## config.mk

```make
export PLATFORM = sky130hd
export DESIGN_NAME = bfm_monitor
export DESIGN_NICKNAME = d
export VERILOG_FILES = /design/src/hw/bfm_pkg.sv /design/src/hw/bfm_sw_if.sv /design/src/hw/bfm_monitor.sv /design/src/hw/bfm_phase_gen.sv
export SDC_FILE = /design/constraint.sdc
export NUM_CORES = 1
export LEC_CHECK = 0
export ABC_AREA = 0
export BUFFER_PORTS_ARGS = -buffer_cell sky130_fd_sc_hd__buf_2
export CAP_MARGIN = 20
export CORE_MARGIN = 2
export CORE_UTILIZATION = 63
export CTS_CLUSTER_DIAMETER = 150
export DETAILED_ROUTE_END_ITERATION = 10
export PLACE_DENSITY = 0.92
export SYNTH_ARGS = -nofsm -noshare
export SYNTH_HDL_FRONTEND = slang
export SYNTH_SLANG_ARGS = --single-unit
```

## constraint.sdc

```tcl
create_clock -name mclk -period 3 [get_ports mclk]
set_input_delay 0.15 -clock mclk [delete_from_list [all_inputs] [get_ports mclk]]
set_output_delay 0.15 -clock mclk [all_outputs]
set_load 0.02 [all_outputs]
```

## src/hw/bfm_pkg.sv

```systemverilog
// constants shared by the converter fault monitor and its switching phase generator
package bfm_pkg;
	localparam int CLK_HZ          = 50_000_000;
	localparam int CLK_PER_US      = CLK_HZ / 1_000_000;
	localparam int CLK_PER_MS      = CLK_HZ / 1_000;
	// switching clock periods, rounded down to whole mclk cycles
	localparam int FSW_FAST_HZ     = 2_250_000;
	localparam int FSW_SLOW_HZ     = 1_125_000;
	localparam int PERIOD_FAST_CYC = CLK_HZ / FSW_FAST_HZ;
	localparam int PERIOD_SLOW_CYC = CLK_HZ / FSW_SLOW_HZ;
	// high-side turn-on shift, rounded up
	localparam int PHASE_SHIFT_NS  = 110;
	localparam int PHASE_SHIFT_CYC = (PHASE_SHIFT_NS * CLK_PER_US + 999) / 1000;
	// foldback after the output stays out of regulation longer than this
	localparam int FOLD_US         = 28;
	localparam int FOLD_CYC        = FOLD_US * CLK_PER_US;
	localparam int SC_RESTART_MS   = 14;
	localparam int SC_RESTART_CYC  = SC_RESTART_MS * CLK_PER_MS;
	localparam int SYS_RESTART_MS  = 100;
	localparam int SYS_RESTART_CYC = SYS_RESTART_MS * CLK_PER_MS;
	localparam int CONSEC_CYCLES   = 16;
	// comparator thresholds as fractions of the limit setting: 75 % and 122.5 %
	localparam int WARN_NUM        = 3;
	localparam int WARN_DEN        = 4;
	localparam int SHORT_NUM       = 49;
	localparam int SHORT_DEN       = 40;
	localparam int LIMIT_W         = 8;
	localparam int FOLD_LIMIT_MA   = 1500;
	// current_limit_status bit positions
	localparam int STAT_OVERCURRENT = 0;
	localparam int STAT_SHORT       = 1;
	// synchroniser lanes
	localparam int PIN_BELOW_PG    = 0;
	localparam int PIN_PEAK_WARN   = 1;
	localparam int PIN_PEAK_FULL   = 2;
	localparam int PIN_PEAK_SHORT  = 3;
	localparam int PIN_SS_DONE     = 4;
	localparam int PIN_COUNT       = 5;

	typedef enum logic [1:0] {
		ST_RUN,
		ST_LOCAL_OFF,
		ST_SYS_FAULT
	} bfm_state_e;
endpackage

```

## src/hw/bfm_sw_if.sv

```systemverilog
// switching-cycle timing carried from the phase generator to the fault monitor
`timescale 1ns/1ns
interface bfm_sw_if;
	logic cycle_start;	// one-cycle pulse at the master switching clock rising edge
	logic hs_on;	// one-cycle pulse: high-side switch may turn on
	modport gen (output cycle_start, output hs_on);
	modport mon (input cycle_start, input hs_on);
endinterface

```

## src/hw/bfm_monitor.sv

```systemverilog
// converter fault supervision: power good, current detectors, short circuit, foldback
//
// Summary of operation
// - power-good flag reads 0 while output is below its power-good threshold.
// - unmasked power-good loss drives the active-low interrupt low.
// - interrupt holds until converter off or back in regulation, and flag read.
// - turn-on shift bit delays high-side turn-on about 110 ns after clock edge.
// - edge-alignment bit picks rising or falling switching clock edge for turn-on.
// - peak current threshold comes from the programmable limit setting field.
// - peak current at threshold turns the power switch off for that cycle.
// - 75 % threshold for 16 consecutive cycles sets warning and interrupt, keeps running.
// - full threshold for 16 consecutive cycles drives the interrupt low.
// - 122.5 % peak shuts the supply down at once; interrupt unless masked.
// - after a masked short-circuit shutdown the supply restarts 14 ms later.
// - unmasked short enters supply-fault state, all supplies off, restart after 100 ms.
// - after soft-start, out of regulation over 28 us folds the limit to 1.5 A.
// - regaining regulation under foldback restarts output and restores default limit.
// - overcurrent and short events latch in status bits until read.
// - current fault mask suppresses overcurrent and short interrupts and the short system fault.
`timescale 1ns/1ns
module bfm_monitor
	import bfm_pkg::*;
#(
	parameter int SC_CYC  = SC_RESTART_CYC,	// local restart delay in mclk cycles
	parameter int SYS_CYC = SYS_RESTART_CYC	// system restart delay in mclk cycles
) (
	input  wire logic               mclk,	// 50 MHz system clock
	input  wire logic               resetn,	// async reset, active low
	input  wire logic               converter_on,	// converter enable from host
	input  wire logic               fault_unmask_bit,	// 1: power-good loss interrupts
	input  wire logic               current_fault_mask,	// 1: current faults masked
	input  wire logic [LIMIT_W-1:0] peak_limit_setting,	// peak current limit code
	input  wire logic               slow_freq,	// 1: 1.125 MHz switching
	input  wire logic               phase_delay_en,	// turn-on shift enable
	input  wire logic               phase_falling,	// turn-on on falling edge
	input  wire logic               below_pg_pin,	// comparator: output under threshold
	input  wire logic               peak_warn_pin,	// comparator: peak at 75 % limit
	input  wire logic               peak_full_pin,	// comparator: peak at limit
	input  wire logic               peak_short_pin,	// comparator: peak at 122.5 % limit
	input  wire logic               soft_start_done_pin,	// analog soft-start finished
	input  wire logic               read_power_good,	// pulse: host read the flag
	input  wire logic               read_limit_status,	// pulse: host read current status
	output logic                    power_good_flag,	// 1: output in regulation
	output logic                    interrupt_request_n,	// interrupt, active low
	output logic                    near_limit_warning,	// latched near-limit warning
	output logic [1:0]              current_limit_status,	// latched overcurrent, short
	output logic                    supply_fault_state,	// system fault, all supplies off
	output logic                    supply_enable,	// converter may switch
	output logic                    hs_gate,	// high-side switch drive
	output logic                    foldback_active,	// limit reduced to 1.5 A
	output logic                    restart_soft_start,	// pulse: start a new soft-start
	output logic [LIMIT_W-1:0]      thr_warn,	// 75 % comparator code
	output logic [LIMIT_W-1:0]      thr_full,	// full limit comparator code
	output logic [LIMIT_W:0]        thr_short	// 122.5 % comparator code
);
	localparam int TW = $clog2(SYS_CYC + 1);
	localparam int FW = $clog2(FOLD_CYC + 2);
	localparam int KW = $clog2(CONSEC_CYCLES + 1);

	initial begin
		if (SC_CYC < 1 || SYS_CYC < SC_CYC)
			$error("restart delays out of range");
	end

	function automatic logic [LIMIT_W:0] scale(input logic [LIMIT_W-1:0] v,
			input int num, input int den);
		int prod;
		prod = int'(v) * num / den;
		return (LIMIT_W+1)'(prod);
	endfunction

	bfm_sw_if sw ();

	bfm_phase_gen u_phase (
		.mclk           (mclk),
		.resetn         (resetn),
		.slow_freq      (slow_freq),
		.phase_delay_en (phase_delay_en),
		.phase_falling  (phase_falling),
		.sw             (sw.gen)
	);

	logic [PIN_COUNT-1:0] pin_meta;
	logic [PIN_COUNT-1:0] pin_s;
	logic below_s, warn_s, full_s, short_s, ss_done_s;

	always_ff @(posedge mclk or negedge resetn) begin
		if (!resetn) begin
			pin_meta <= '0;
			pin_s    <= '0;
		end else begin
			pin_meta <= {soft_start_done_pin, peak_short_pin, peak_full_pin,
				peak_warn_pin, below_pg_pin};
			pin_s    <= pin_meta;
		end
	end
	assign below_s   = pin_s[PIN_BELOW_PG];
	assign warn_s    = pin_s[PIN_PEAK_WARN];
	assign full_s    = pin_s[PIN_PEAK_FULL];
	assign short_s   = pin_s[PIN_PEAK_SHORT];
	assign ss_done_s = pin_s[PIN_SS_DONE];

	// comparator references follow the host's setting
	always_ff @(posedge mclk or negedge resetn) begin
		if (!resetn) begin
			thr_warn  <= '0;
			thr_full  <= '0;
			thr_short <= '0;
		end else begin
			thr_full  <= peak_limit_setting;
			thr_warn  <= LIMIT_W'(scale(peak_limit_setting, WARN_NUM, WARN_DEN));
			thr_short <= scale(peak_limit_setting, SHORT_NUM, SHORT_DEN);
		end
	end

	bfm_state_e    state;
	logic [TW-1:0] timer;
	logic          short_event;
	assign short_event = (state == ST_RUN) && converter_on && short_s;

	always_ff @(posedge mclk or negedge resetn) begin
		if (!resetn) begin
			state <= ST_RUN;
			timer <= '0;
		end else begin
			case (state)
				ST_RUN: begin
					timer <= '0;
					if (short_event)
						state <= current_fault_mask ? ST_LOCAL_OFF : ST_SYS_FAULT;
				end
				ST_LOCAL_OFF: begin
					timer <= timer + TW'(1);
					if (timer == TW'(SC_CYC - 1))
						state <= ST_RUN;
				end
				ST_SYS_FAULT: begin
					timer <= timer + TW'(1);
					if (timer == TW'(SYS_CYC - 1))
						state <= ST_RUN;
				end
				default: state <= ST_RUN;
			endcase
		end
	end

	always_ff @(posedge mclk or negedge resetn) begin
		if (!resetn) begin
			supply_enable      <= 1'b0;
			supply_fault_state <= 1'b0;
		end else begin
			supply_enable      <= converter_on && state == ST_RUN && !short_event;
			supply_fault_state <= state == ST_SYS_FAULT;
		end
	end

	// per-cycle peak detection; a hit anywhere in the cycle counts for that cycle
	logic          seen_warn, seen_full;
	logic          warn_hit, full_hit;
	logic [KW-1:0] warn_cnt, full_cnt;
	logic          limit_event;
	assign warn_hit    = seen_warn || warn_s;
	assign full_hit    = seen_full || full_s;
	assign limit_event = sw.cycle_start && full_hit && full_cnt == KW'(CONSEC_CYCLES - 1);

	always_ff @(posedge mclk or negedge resetn) begin
		if (!resetn) begin
			seen_warn <= 1'b0;
			seen_full <= 1'b0;
			warn_cnt  <= '0;
			full_cnt  <= '0;
		end else if (sw.cycle_start) begin
			seen_warn <= 1'b0;
			seen_full <= 1'b0;
			warn_cnt  <= !warn_hit ? '0 : (warn_cnt == KW'(CONSEC_CYCLES)) ?
				warn_cnt : warn_cnt + KW'(1);
			full_cnt  <= !full_hit ? '0 : (full_cnt == KW'(CONSEC_CYCLES)) ?
				full_cnt : full_cnt + KW'(1);
		end else begin
			seen_warn <= warn_hit;
			seen_full <= full_hit;
		end
	end

	// high side opens at the phase point and closes on peak limit for the rest of the cycle
	always_ff @(posedge mclk or negedge resetn) begin
		if (!resetn)
			hs_gate <= 1'b0;
		else if (full_s || !supply_enable || sw.cycle_start)
			hs_gate <= 1'b0;
		else if (sw.hs_on && !seen_full)
			hs_gate <= 1'b1;
	end
	// status and warning latch until read; a new event in the read cycle wins
	logic warn_set;
	assign warn_set = sw.cycle_start && warn_hit && warn_cnt == KW'(CONSEC_CYCLES - 1);

	always_ff @(posedge mclk or negedge resetn) begin
		if (!resetn) begin
			near_limit_warning   <= 1'b0;
			current_limit_status <= '0;
		end else begin
			near_limit_warning <= warn_set || (near_limit_warning && !read_limit_status);
			current_limit_status[STAT_OVERCURRENT] <= limit_event ||
				(current_limit_status[STAT_OVERCURRENT] && !read_limit_status);
			current_limit_status[STAT_SHORT] <= short_event ||
				(current_limit_status[STAT_SHORT] && !read_limit_status);
		end
	end
	// interrupt sources
	logic pg_irq, pg_read_done, limit_irq, short_irq;

	always_ff @(posedge mclk or negedge resetn) begin
		if (!resetn) begin
			pg_irq       <= 1'b0;
			pg_read_done <= 1'b0;
		end else if (fault_unmask_bit && converter_on && below_s) begin
			pg_irq       <= 1'b1;
			pg_read_done <= pg_read_done || (pg_irq && read_power_good);
		end else if (pg_irq && pg_read_done) begin
			pg_irq       <= 1'b0;
			pg_read_done <= 1'b0;
		end else begin
			pg_read_done <= pg_irq && (pg_read_done || read_power_good);
		end
	end

	always_ff @(posedge mclk or negedge resetn) begin
		if (!resetn) begin
			limit_irq <= 1'b0;
			short_irq <= 1'b0;
		end else begin
			limit_irq <= (limit_event && !current_fault_mask) ||
				(limit_irq && !read_limit_status);
			short_irq <= (short_event && !current_fault_mask) ||
				(short_irq && !read_limit_status);
		end
	end

	always_ff @(posedge mclk or negedge resetn) begin
		if (!resetn) begin
			interrupt_request_n <= 1'b1;
			power_good_flag     <= 1'b0;
		end else begin
			interrupt_request_n <= !(pg_irq || near_limit_warning || limit_irq || short_irq);
			power_good_flag     <= !below_s;
		end
	end
	// foldback to FOLD_LIMIT_MA after a long loss of regulation
	logic [FW-1:0] fold_cnt;
	logic          fold_arm;
	assign fold_arm = ss_done_s && below_s && supply_enable && !foldback_active;

	always_ff @(posedge mclk or negedge resetn) begin
		if (!resetn) begin
			fold_cnt           <= '0;
			foldback_active    <= 1'b0;
			restart_soft_start <= 1'b0;
		end else begin
			restart_soft_start <= 1'b0;
			if (!fold_arm)
				fold_cnt <= '0;
			else if (fold_cnt == FW'(FOLD_CYC)) begin
				foldback_active <= 1'b1;
				fold_cnt        <= '0;
			end else
				fold_cnt <= fold_cnt + FW'(1);
			if (foldback_active && !below_s) begin
				foldback_active    <= 1'b0;
				restart_soft_start <= 1'b1;
			end
			if ((state == ST_LOCAL_OFF && timer == TW'(SC_CYC - 1)) ||
					(state == ST_SYS_FAULT && timer == TW'(SYS_CYC - 1)))
				restart_soft_start <= 1'b1;
		end
	end
endmodule

```

## src/hw/bfm_phase_gen.sv

```systemverilog
// master switching clock divider and high-side turn-on phase placement
`timescale 1ns/1ns
module bfm_phase_gen
	import bfm_pkg::*;
(
	input  wire logic mclk,	// system clock
	input  wire logic resetn,	// async reset, active low
	input  wire logic slow_freq,	// 1: 1.125 MHz switching, 0: 2.25 MHz
	input  wire logic phase_delay_en,	// shift turn-on after the chosen edge
	input  wire logic phase_falling,	// align turn-on to the falling edge
	bfm_sw_if.gen     sw	// timing pulses out
);
	localparam int CW = $clog2(PERIOD_SLOW_CYC);

	initial begin
		if (PERIOD_FAST_CYC / 2 + PHASE_SHIFT_CYC >= PERIOD_FAST_CYC)
			$error("phase shift does not fit in the switching period");
	end

	logic [CW-1:0] cnt;
	logic          cfg_slow;
	logic          cfg_delay;
	logic          cfg_fall;
	logic [CW-1:0] period_m1;
	logic [CW-1:0] turn_on_at;

	// configuration is taken only at a cycle boundary so a change never splits a period
	always_ff @(posedge mclk or negedge resetn) begin
		if (!resetn) begin
			cfg_slow  <= 1'b0;
			cfg_delay <= 1'b0;
			cfg_fall  <= 1'b0;
		end else if (cnt == period_m1) begin
			cfg_slow  <= slow_freq;
			cfg_delay <= phase_delay_en;
			cfg_fall  <= phase_falling;
		end
	end

	always_comb begin
		period_m1  = cfg_slow ? CW'(PERIOD_SLOW_CYC - 1) : CW'(PERIOD_FAST_CYC - 1);
		turn_on_at = cfg_fall ? CW'((period_m1 + CW'(1)) >> 1) : '0;
		if (cfg_delay)
			turn_on_at = turn_on_at + CW'(PHASE_SHIFT_CYC);
	end

	always_ff @(posedge mclk or negedge resetn) begin
		if (!resetn)
			cnt <= '0;
		else if (cnt == period_m1)
			cnt <= '0;
		else
			cnt <= cnt + CW'(1);
	end

	always_ff @(posedge mclk or negedge resetn) begin
		if (!resetn) begin
			sw.cycle_start <= 1'b0;
			sw.hs_on       <= 1'b0;
		end else begin
			sw.cycle_start <= (cnt == period_m1);
			sw.hs_on       <= (cnt == turn_on_at);
		end
	end
endmodule

```

==> impl_metrics.csv, run 1 <==
group,metric,value,unit
outcome,outcome,"aborted with a tool error",
outcome,failing_step,"global routing (5_1_grt)",
outcome,firstError,"[ERROR GRT-0116] Global routing finished with congestion. Check the congestion regions in the DRC Viewer.",
grt,track_usage,0.803,
yosys,synth.avg_cell_area,8.69,µm²
die,die-width,126,µm
die,num_rows,44,
clocking,htreeDepth,3,
yosys,synthTopCellsByArea,"dfrtp_1, ha_1, xnor2_1, nor2_1, xor2_1",
yosys,synth_edf_count,0,
die,initial_utilization,0.644,
clocking,cts_buffer_depth,2,
place,dp_slack,-6.48,ns
yosys,synth_top_area_cell,"dfrtp_1",
clocking,clock-sinks,108,
yosys,ys.warnings.count,0,
yosys,syn_inst,1073,
yosys,synth_flop_cell,"dfrtp_1",
die,die_height,126,µm
grt,grt_max_degree,54,
grt,grt-ovfl-total,170,
clocking,cts_root_buffer,"clkbuf_16",
yosys,syn_nets,1154,
die,ioPinCount,58,
yosys,synth-seq-cells,108,
clocking,cts_made_buffers,9,
yosys,synth-async-reset-ratio,1.00,
yosys,yosys.area.top_type_share,0.287,
yosys,synth_area,9320,µm²
place,place_area,12300,µm²
place,numPortBuffers,57,
yosys,ys_seq_area_frac,0.290,
grt,grt_pass1_vias,15600,
yosys,yosysUniqueCellTypes,114,
grt,grt_pass1_wl,98600,µm
place,place_congestion,1.01,
place,hpwl,28200,µm
[per-layer routing]
metal  GRT usage  GRT overflow
met2       0.978            92
met4       0.860            78
met5       0.180             0
met1       0.797             0
met3       0.627             0
[synth_stat cells (7+ instances only)]
cell,number
fa_1,9
a31oi_1,14
nand2_1,88
inv_1,44
xnor2_1,40
nand4_1,26
o21ai_0,44
nand2b_1,10
nor2b_1,7
or2_2,7
or3_1,15
and3_1,12
nand3_1,43
o22ai_1,15
a21oi_1,60
nor3_1,28
and2_1,11
mux2i_1,9
xor2_1,38
nor2_1,91
o2111ai_1,7
a211oi_1,7
a21o_1,13
ha_1,49
dfrtp_1,107
o21ai_1,12
o211ai_1,16
clkbuf_1,22
buf_2,9
nor4_1,17
[logic make-up after synthesis]
kind of cell             Yosys count  synth area share
AO/OA/AOI/OAI                    317             0.255
XOR/XNOR                          82            0.0803
adder cells (fa/ha/maj)           58            0.0851
buffers and inverters             90            0.0413
flip-flops                       108             0.290
multiplexers                      15            0.0169
AND/OR/NAND/NOR                  403             0.232
[metrics by stage]
stage | util | TNS [ns] | cells
after floorplan | - | -29.11 | 1073
after global placement | 0.850 | -30.99 | 1590
after detailed placement | 0.850 | -34.78 | 1590
after CTS | 0.934 | -28.60 | 1646
[what timing repair did]
action                                  in CTS
pin swaps                                   40
hold endpoints to repair                    59
endpoints found under the setup margin       9
hold buffers                                 9
resized for setup                          119
setup buffers                               33
==> run 2, diff against run 1 <==
--- a/config.mk
+++ b/config.mk
@@ -9,10 +9,9 @@
 export BUFFER_PORTS_ARGS = -buffer_cell sky130_fd_sc_hd__buf_2
 export CAP_MARGIN = 20
 export CORE_MARGIN = 2
-export CORE_UTILIZATION = 63
-export CTS_CLUSTER_DIAMETER = 150
+export CORE_UTILIZATION = 40
 export DETAILED_ROUTE_END_ITERATION = 10
-export PLACE_DENSITY = 0.92
+export PLACE_DENSITY_LB_ADDON = 0.15
 export SYNTH_ARGS = -nofsm -noshare
 export SYNTH_HDL_FRONTEND = slang
 export SYNTH_SLANG_ARGS = --single-unit
==> impl_metrics.csv, run 2 <==
group,metric,value,unit
die,core_area,22800,µm²
place,place_congestion,0.864,
min_path,hold-path-cell-count,2,
yosys,synthTopCellsByArea,"dfrtp_1, ha_1, xnor2_1, nor2_1, xor2_1",
timing,rsz0062_at_grt,"yes",
layout,nNetsFinal,1582,
worst_setup_path,r2r_cells,9,
die,die_height,157,µm
outcome,violations,"setup timing",
job,maxCapViolCount,0,
grt,antenna_found_initial,0,
detailed_routing,postRouteAntennaNets,0,
timing,post-route-min-period,8.66,ns
grt,grtUsageMet1,0.327,
layout,largest_register_ffs,23,
layout,largest-register,"timer",
clocking,clk_latency,0.36,ns
yosys,synth_top_area_cell,"dfrtp_1",
yosys,synth_edf_count,0,
timing,tightest_slew,0.755,ns
timing,layout_setup_ws,-5.66,ns
die,initial_utilization,0.409,
clocking,cts_tree,"done",
grt,grt_max_degree,78,
timing,min_period_over_period,2.89,
grt,grt_pass1_vias,9898,
die,die-width,157,µm
timing,hold_viol_final,0,
worst_setup_path,cp_data_arrival_time,8.89,ns
worst_setup_path,cp_slowest_cell,"or4_4",
die,ioPinCount,58,
detailed_routing,viasPerCell,5.60,
detailed_routing,drtIter0Drc,784,
timing,clock_skew,0.00849,ns
clocking,clkTransAtPathRegs,0.08,ns
detailed_routing,first_pass_iters,5,
detailed_routing,drc,0,
worst_setup_path,path_class,"in2reg",
yosys,synth_area,9320,µm²
clocking,htreeDepth,3,
worst_setup_path,critPathRequiredTime,3.23,ns
worst_setup_path,crit_cells,40,
yosys,syn_nets,1154,
detailed_routing,wl_per_cell,16.7,µm
worst_setup_path,cp-startpoint,"peak_limit_setting[2]",
outcome,outcome,"complete, but fails checks",
yosys,synth_most_common_cell,"dfrtp_1",
worst_setup_path,cp.buffers_inverters,8,
place,numPortBuffers,57,
clocking,cts_buffer_depth,2,
worst_setup_path,crit_path_start_kind,"primary input",
worst_setup_path,cp_max_fo,6,
detailed_routing,vias,10200,
grt,grt_pass1_wl,49200,µm
die,num_rows,55,
die,die_area,24500,µm²
place,hpwl,22400,µm
clocking,cts_root_buffer,"clkbuf_16",
clocking,cts_made_buffers,9,
detailed_routing,drt_wl_total,30400,µm
worst_setup_path,crit_family,"compound AO/OA/AOI/OAI gates",
yosys,synth-seq-cells,108,
yosys,synth.avg_cell_area,8.69,µm²
worst_setup_path,worstReg2RegStart,"state[1]$_DFFE_PN0P_",
yosys,yosysUniqueCellTypes,114,
min_path,hold_path_class,"in2reg",
layout,num_antenna_cells,0,
grt,grt-ovfl-total,0,
layout,layout_commonest_cell,"buf_4",
grt,use_met3,0.0352,
layout,syn2layout_area_growth,54.0,%
yosys,synth_flop_cell,"dfrtp_1",
layout,final_cell_mix,"buf_4, dfrtp_1, nand2_1, nor2_1, buf_2",
yosys,yosys.area.top_type_share,0.287,
yosys,ys.warnings.count,0,
grt,grt_use_met2,0.419,
layout,finish.utilization,0.630,
layout,top_regs,"timer (23), fold_cnt (11), thr_short (9)",
timing,finalMaxSlewViolations,0,
timing,fmax,115,MHz
timing,max_slew_margin,0.497,
clocking,clock-sinks,108,
yosys,synth-async-reset-ratio,1.00,
yosys,synth_common_cells,"dfrtp_1, nor2_1, nand2_1",
yosys,ys_seq_area_frac,0.290,
worst_setup_path,critPathCaptureType,"flop",
worst_setup_path,cpPeakStageDelay,0.60,ns
yosys,syn_inst,1073,
grt,track_usage,0.247,
timing,final-setup-viol-count,9,
layout,layout-drive-gt1-share,0.434,
layout,fillCellCount,1875,
grt,top_usage_layer,"met2",
min_path,hp-start,"phase_falling",
-- run 2: cell counts after synthesis --
Identical to the previous run, type by type.
-- run 2: area by class of cell --
| cell class | instances | area (µm²) | share of cell area |
|---|---|---|---|
| multi-input combinational | 878 | 7240 | 0.505 |
| timing repair buffer | 454 | 3480 | 0.243 |
| sequential | 108 | 2700 | 0.188 |
| tap | 313 | 392 | 0.0273 |
| clock buffer | 9 | 225 | 0.0157 |
| inverter | 50 | 214 | 0.0149 |
| clock inverter | 7 | 92.6 | 0.00645 |
-- run 2: final timing paths --
path | endpoint | slack (ns)
setup / recovery | thr_short[0]$_DFF_PN0_ | -5.66
max in group asynchronous | thr_short[1]$_DFF_PN0_ | 2.02
hold / removal | u_phase.cfg_fall$_DFFE_PN0P_ | 0.02
hold reg to reg | pin_s[1]$_DFF_PN0_ | 0.35
setup reg to reg | timer[22]$_DFFE_PN0P_ | 0.59
min in group asynchronous | full_cnt[1]$_DFFE_PN0P_ | 0.13
-- run 2: cells by family after synthesis --
logic type / count (synthesis) / share of synthesized area
and+or+nand+nor: 403 / 0.232
AOI/OAI and AO/OA: 317 / 0.255
DFF: 108 / 0.290
buffers and inverters: 90 / 0.0413
xor gates and xnor gates: 82 / 0.0803
adders and majority gates: 58 / 0.0851
muxes: 15 / 0.0169
-- run 2: metrics by stage --
step | cell area (µm²) | setup WS [ns] | cells | setup TNS, ns | hold slack [ns]
final | 14400 | -5.66 | 1819 | -28.90 | 0.0171
after detailed placement | 12500 | -6.44 | 1725 | -34.14 | 0.261
after CTS | 13900 | -5.36 | 1803 | -27.19 | 0.00273
after global placement | 12500 | -6.23 | 1725 | -32.92 | 0.260
after global routing | 14400 | -6.01 | 1819 | -31.05 | 0.00842
after floorplan | 9640 | -5.77 | 1073 | -29.11 | -0.146
-- run 2: metal layers --
metal	vias up	share of wire	wire length, µm
met3	65	0.041	1250
met5	-	0	0
li1	4890	-	-
met1	4971	0.45	13800
met2	258	0.48	14600
met4	0	0.025	756
-- run 2: what timing repair did --
item / 4_1_cts / 5_1_grt
setup endpoints to repair: 9 / 9
pin swaps: 50 / 29
buffers inserted: 52 / 16
hold buffers: 9 / 0
cloned: 3 / 0
hold endpoints to repair: 82 / 0
gates resized for setup: 115 / 52
Power of run 2 is not shown: default switching activity piles up to over one toggle a cycle in this logic, so the estimate is an artifact.
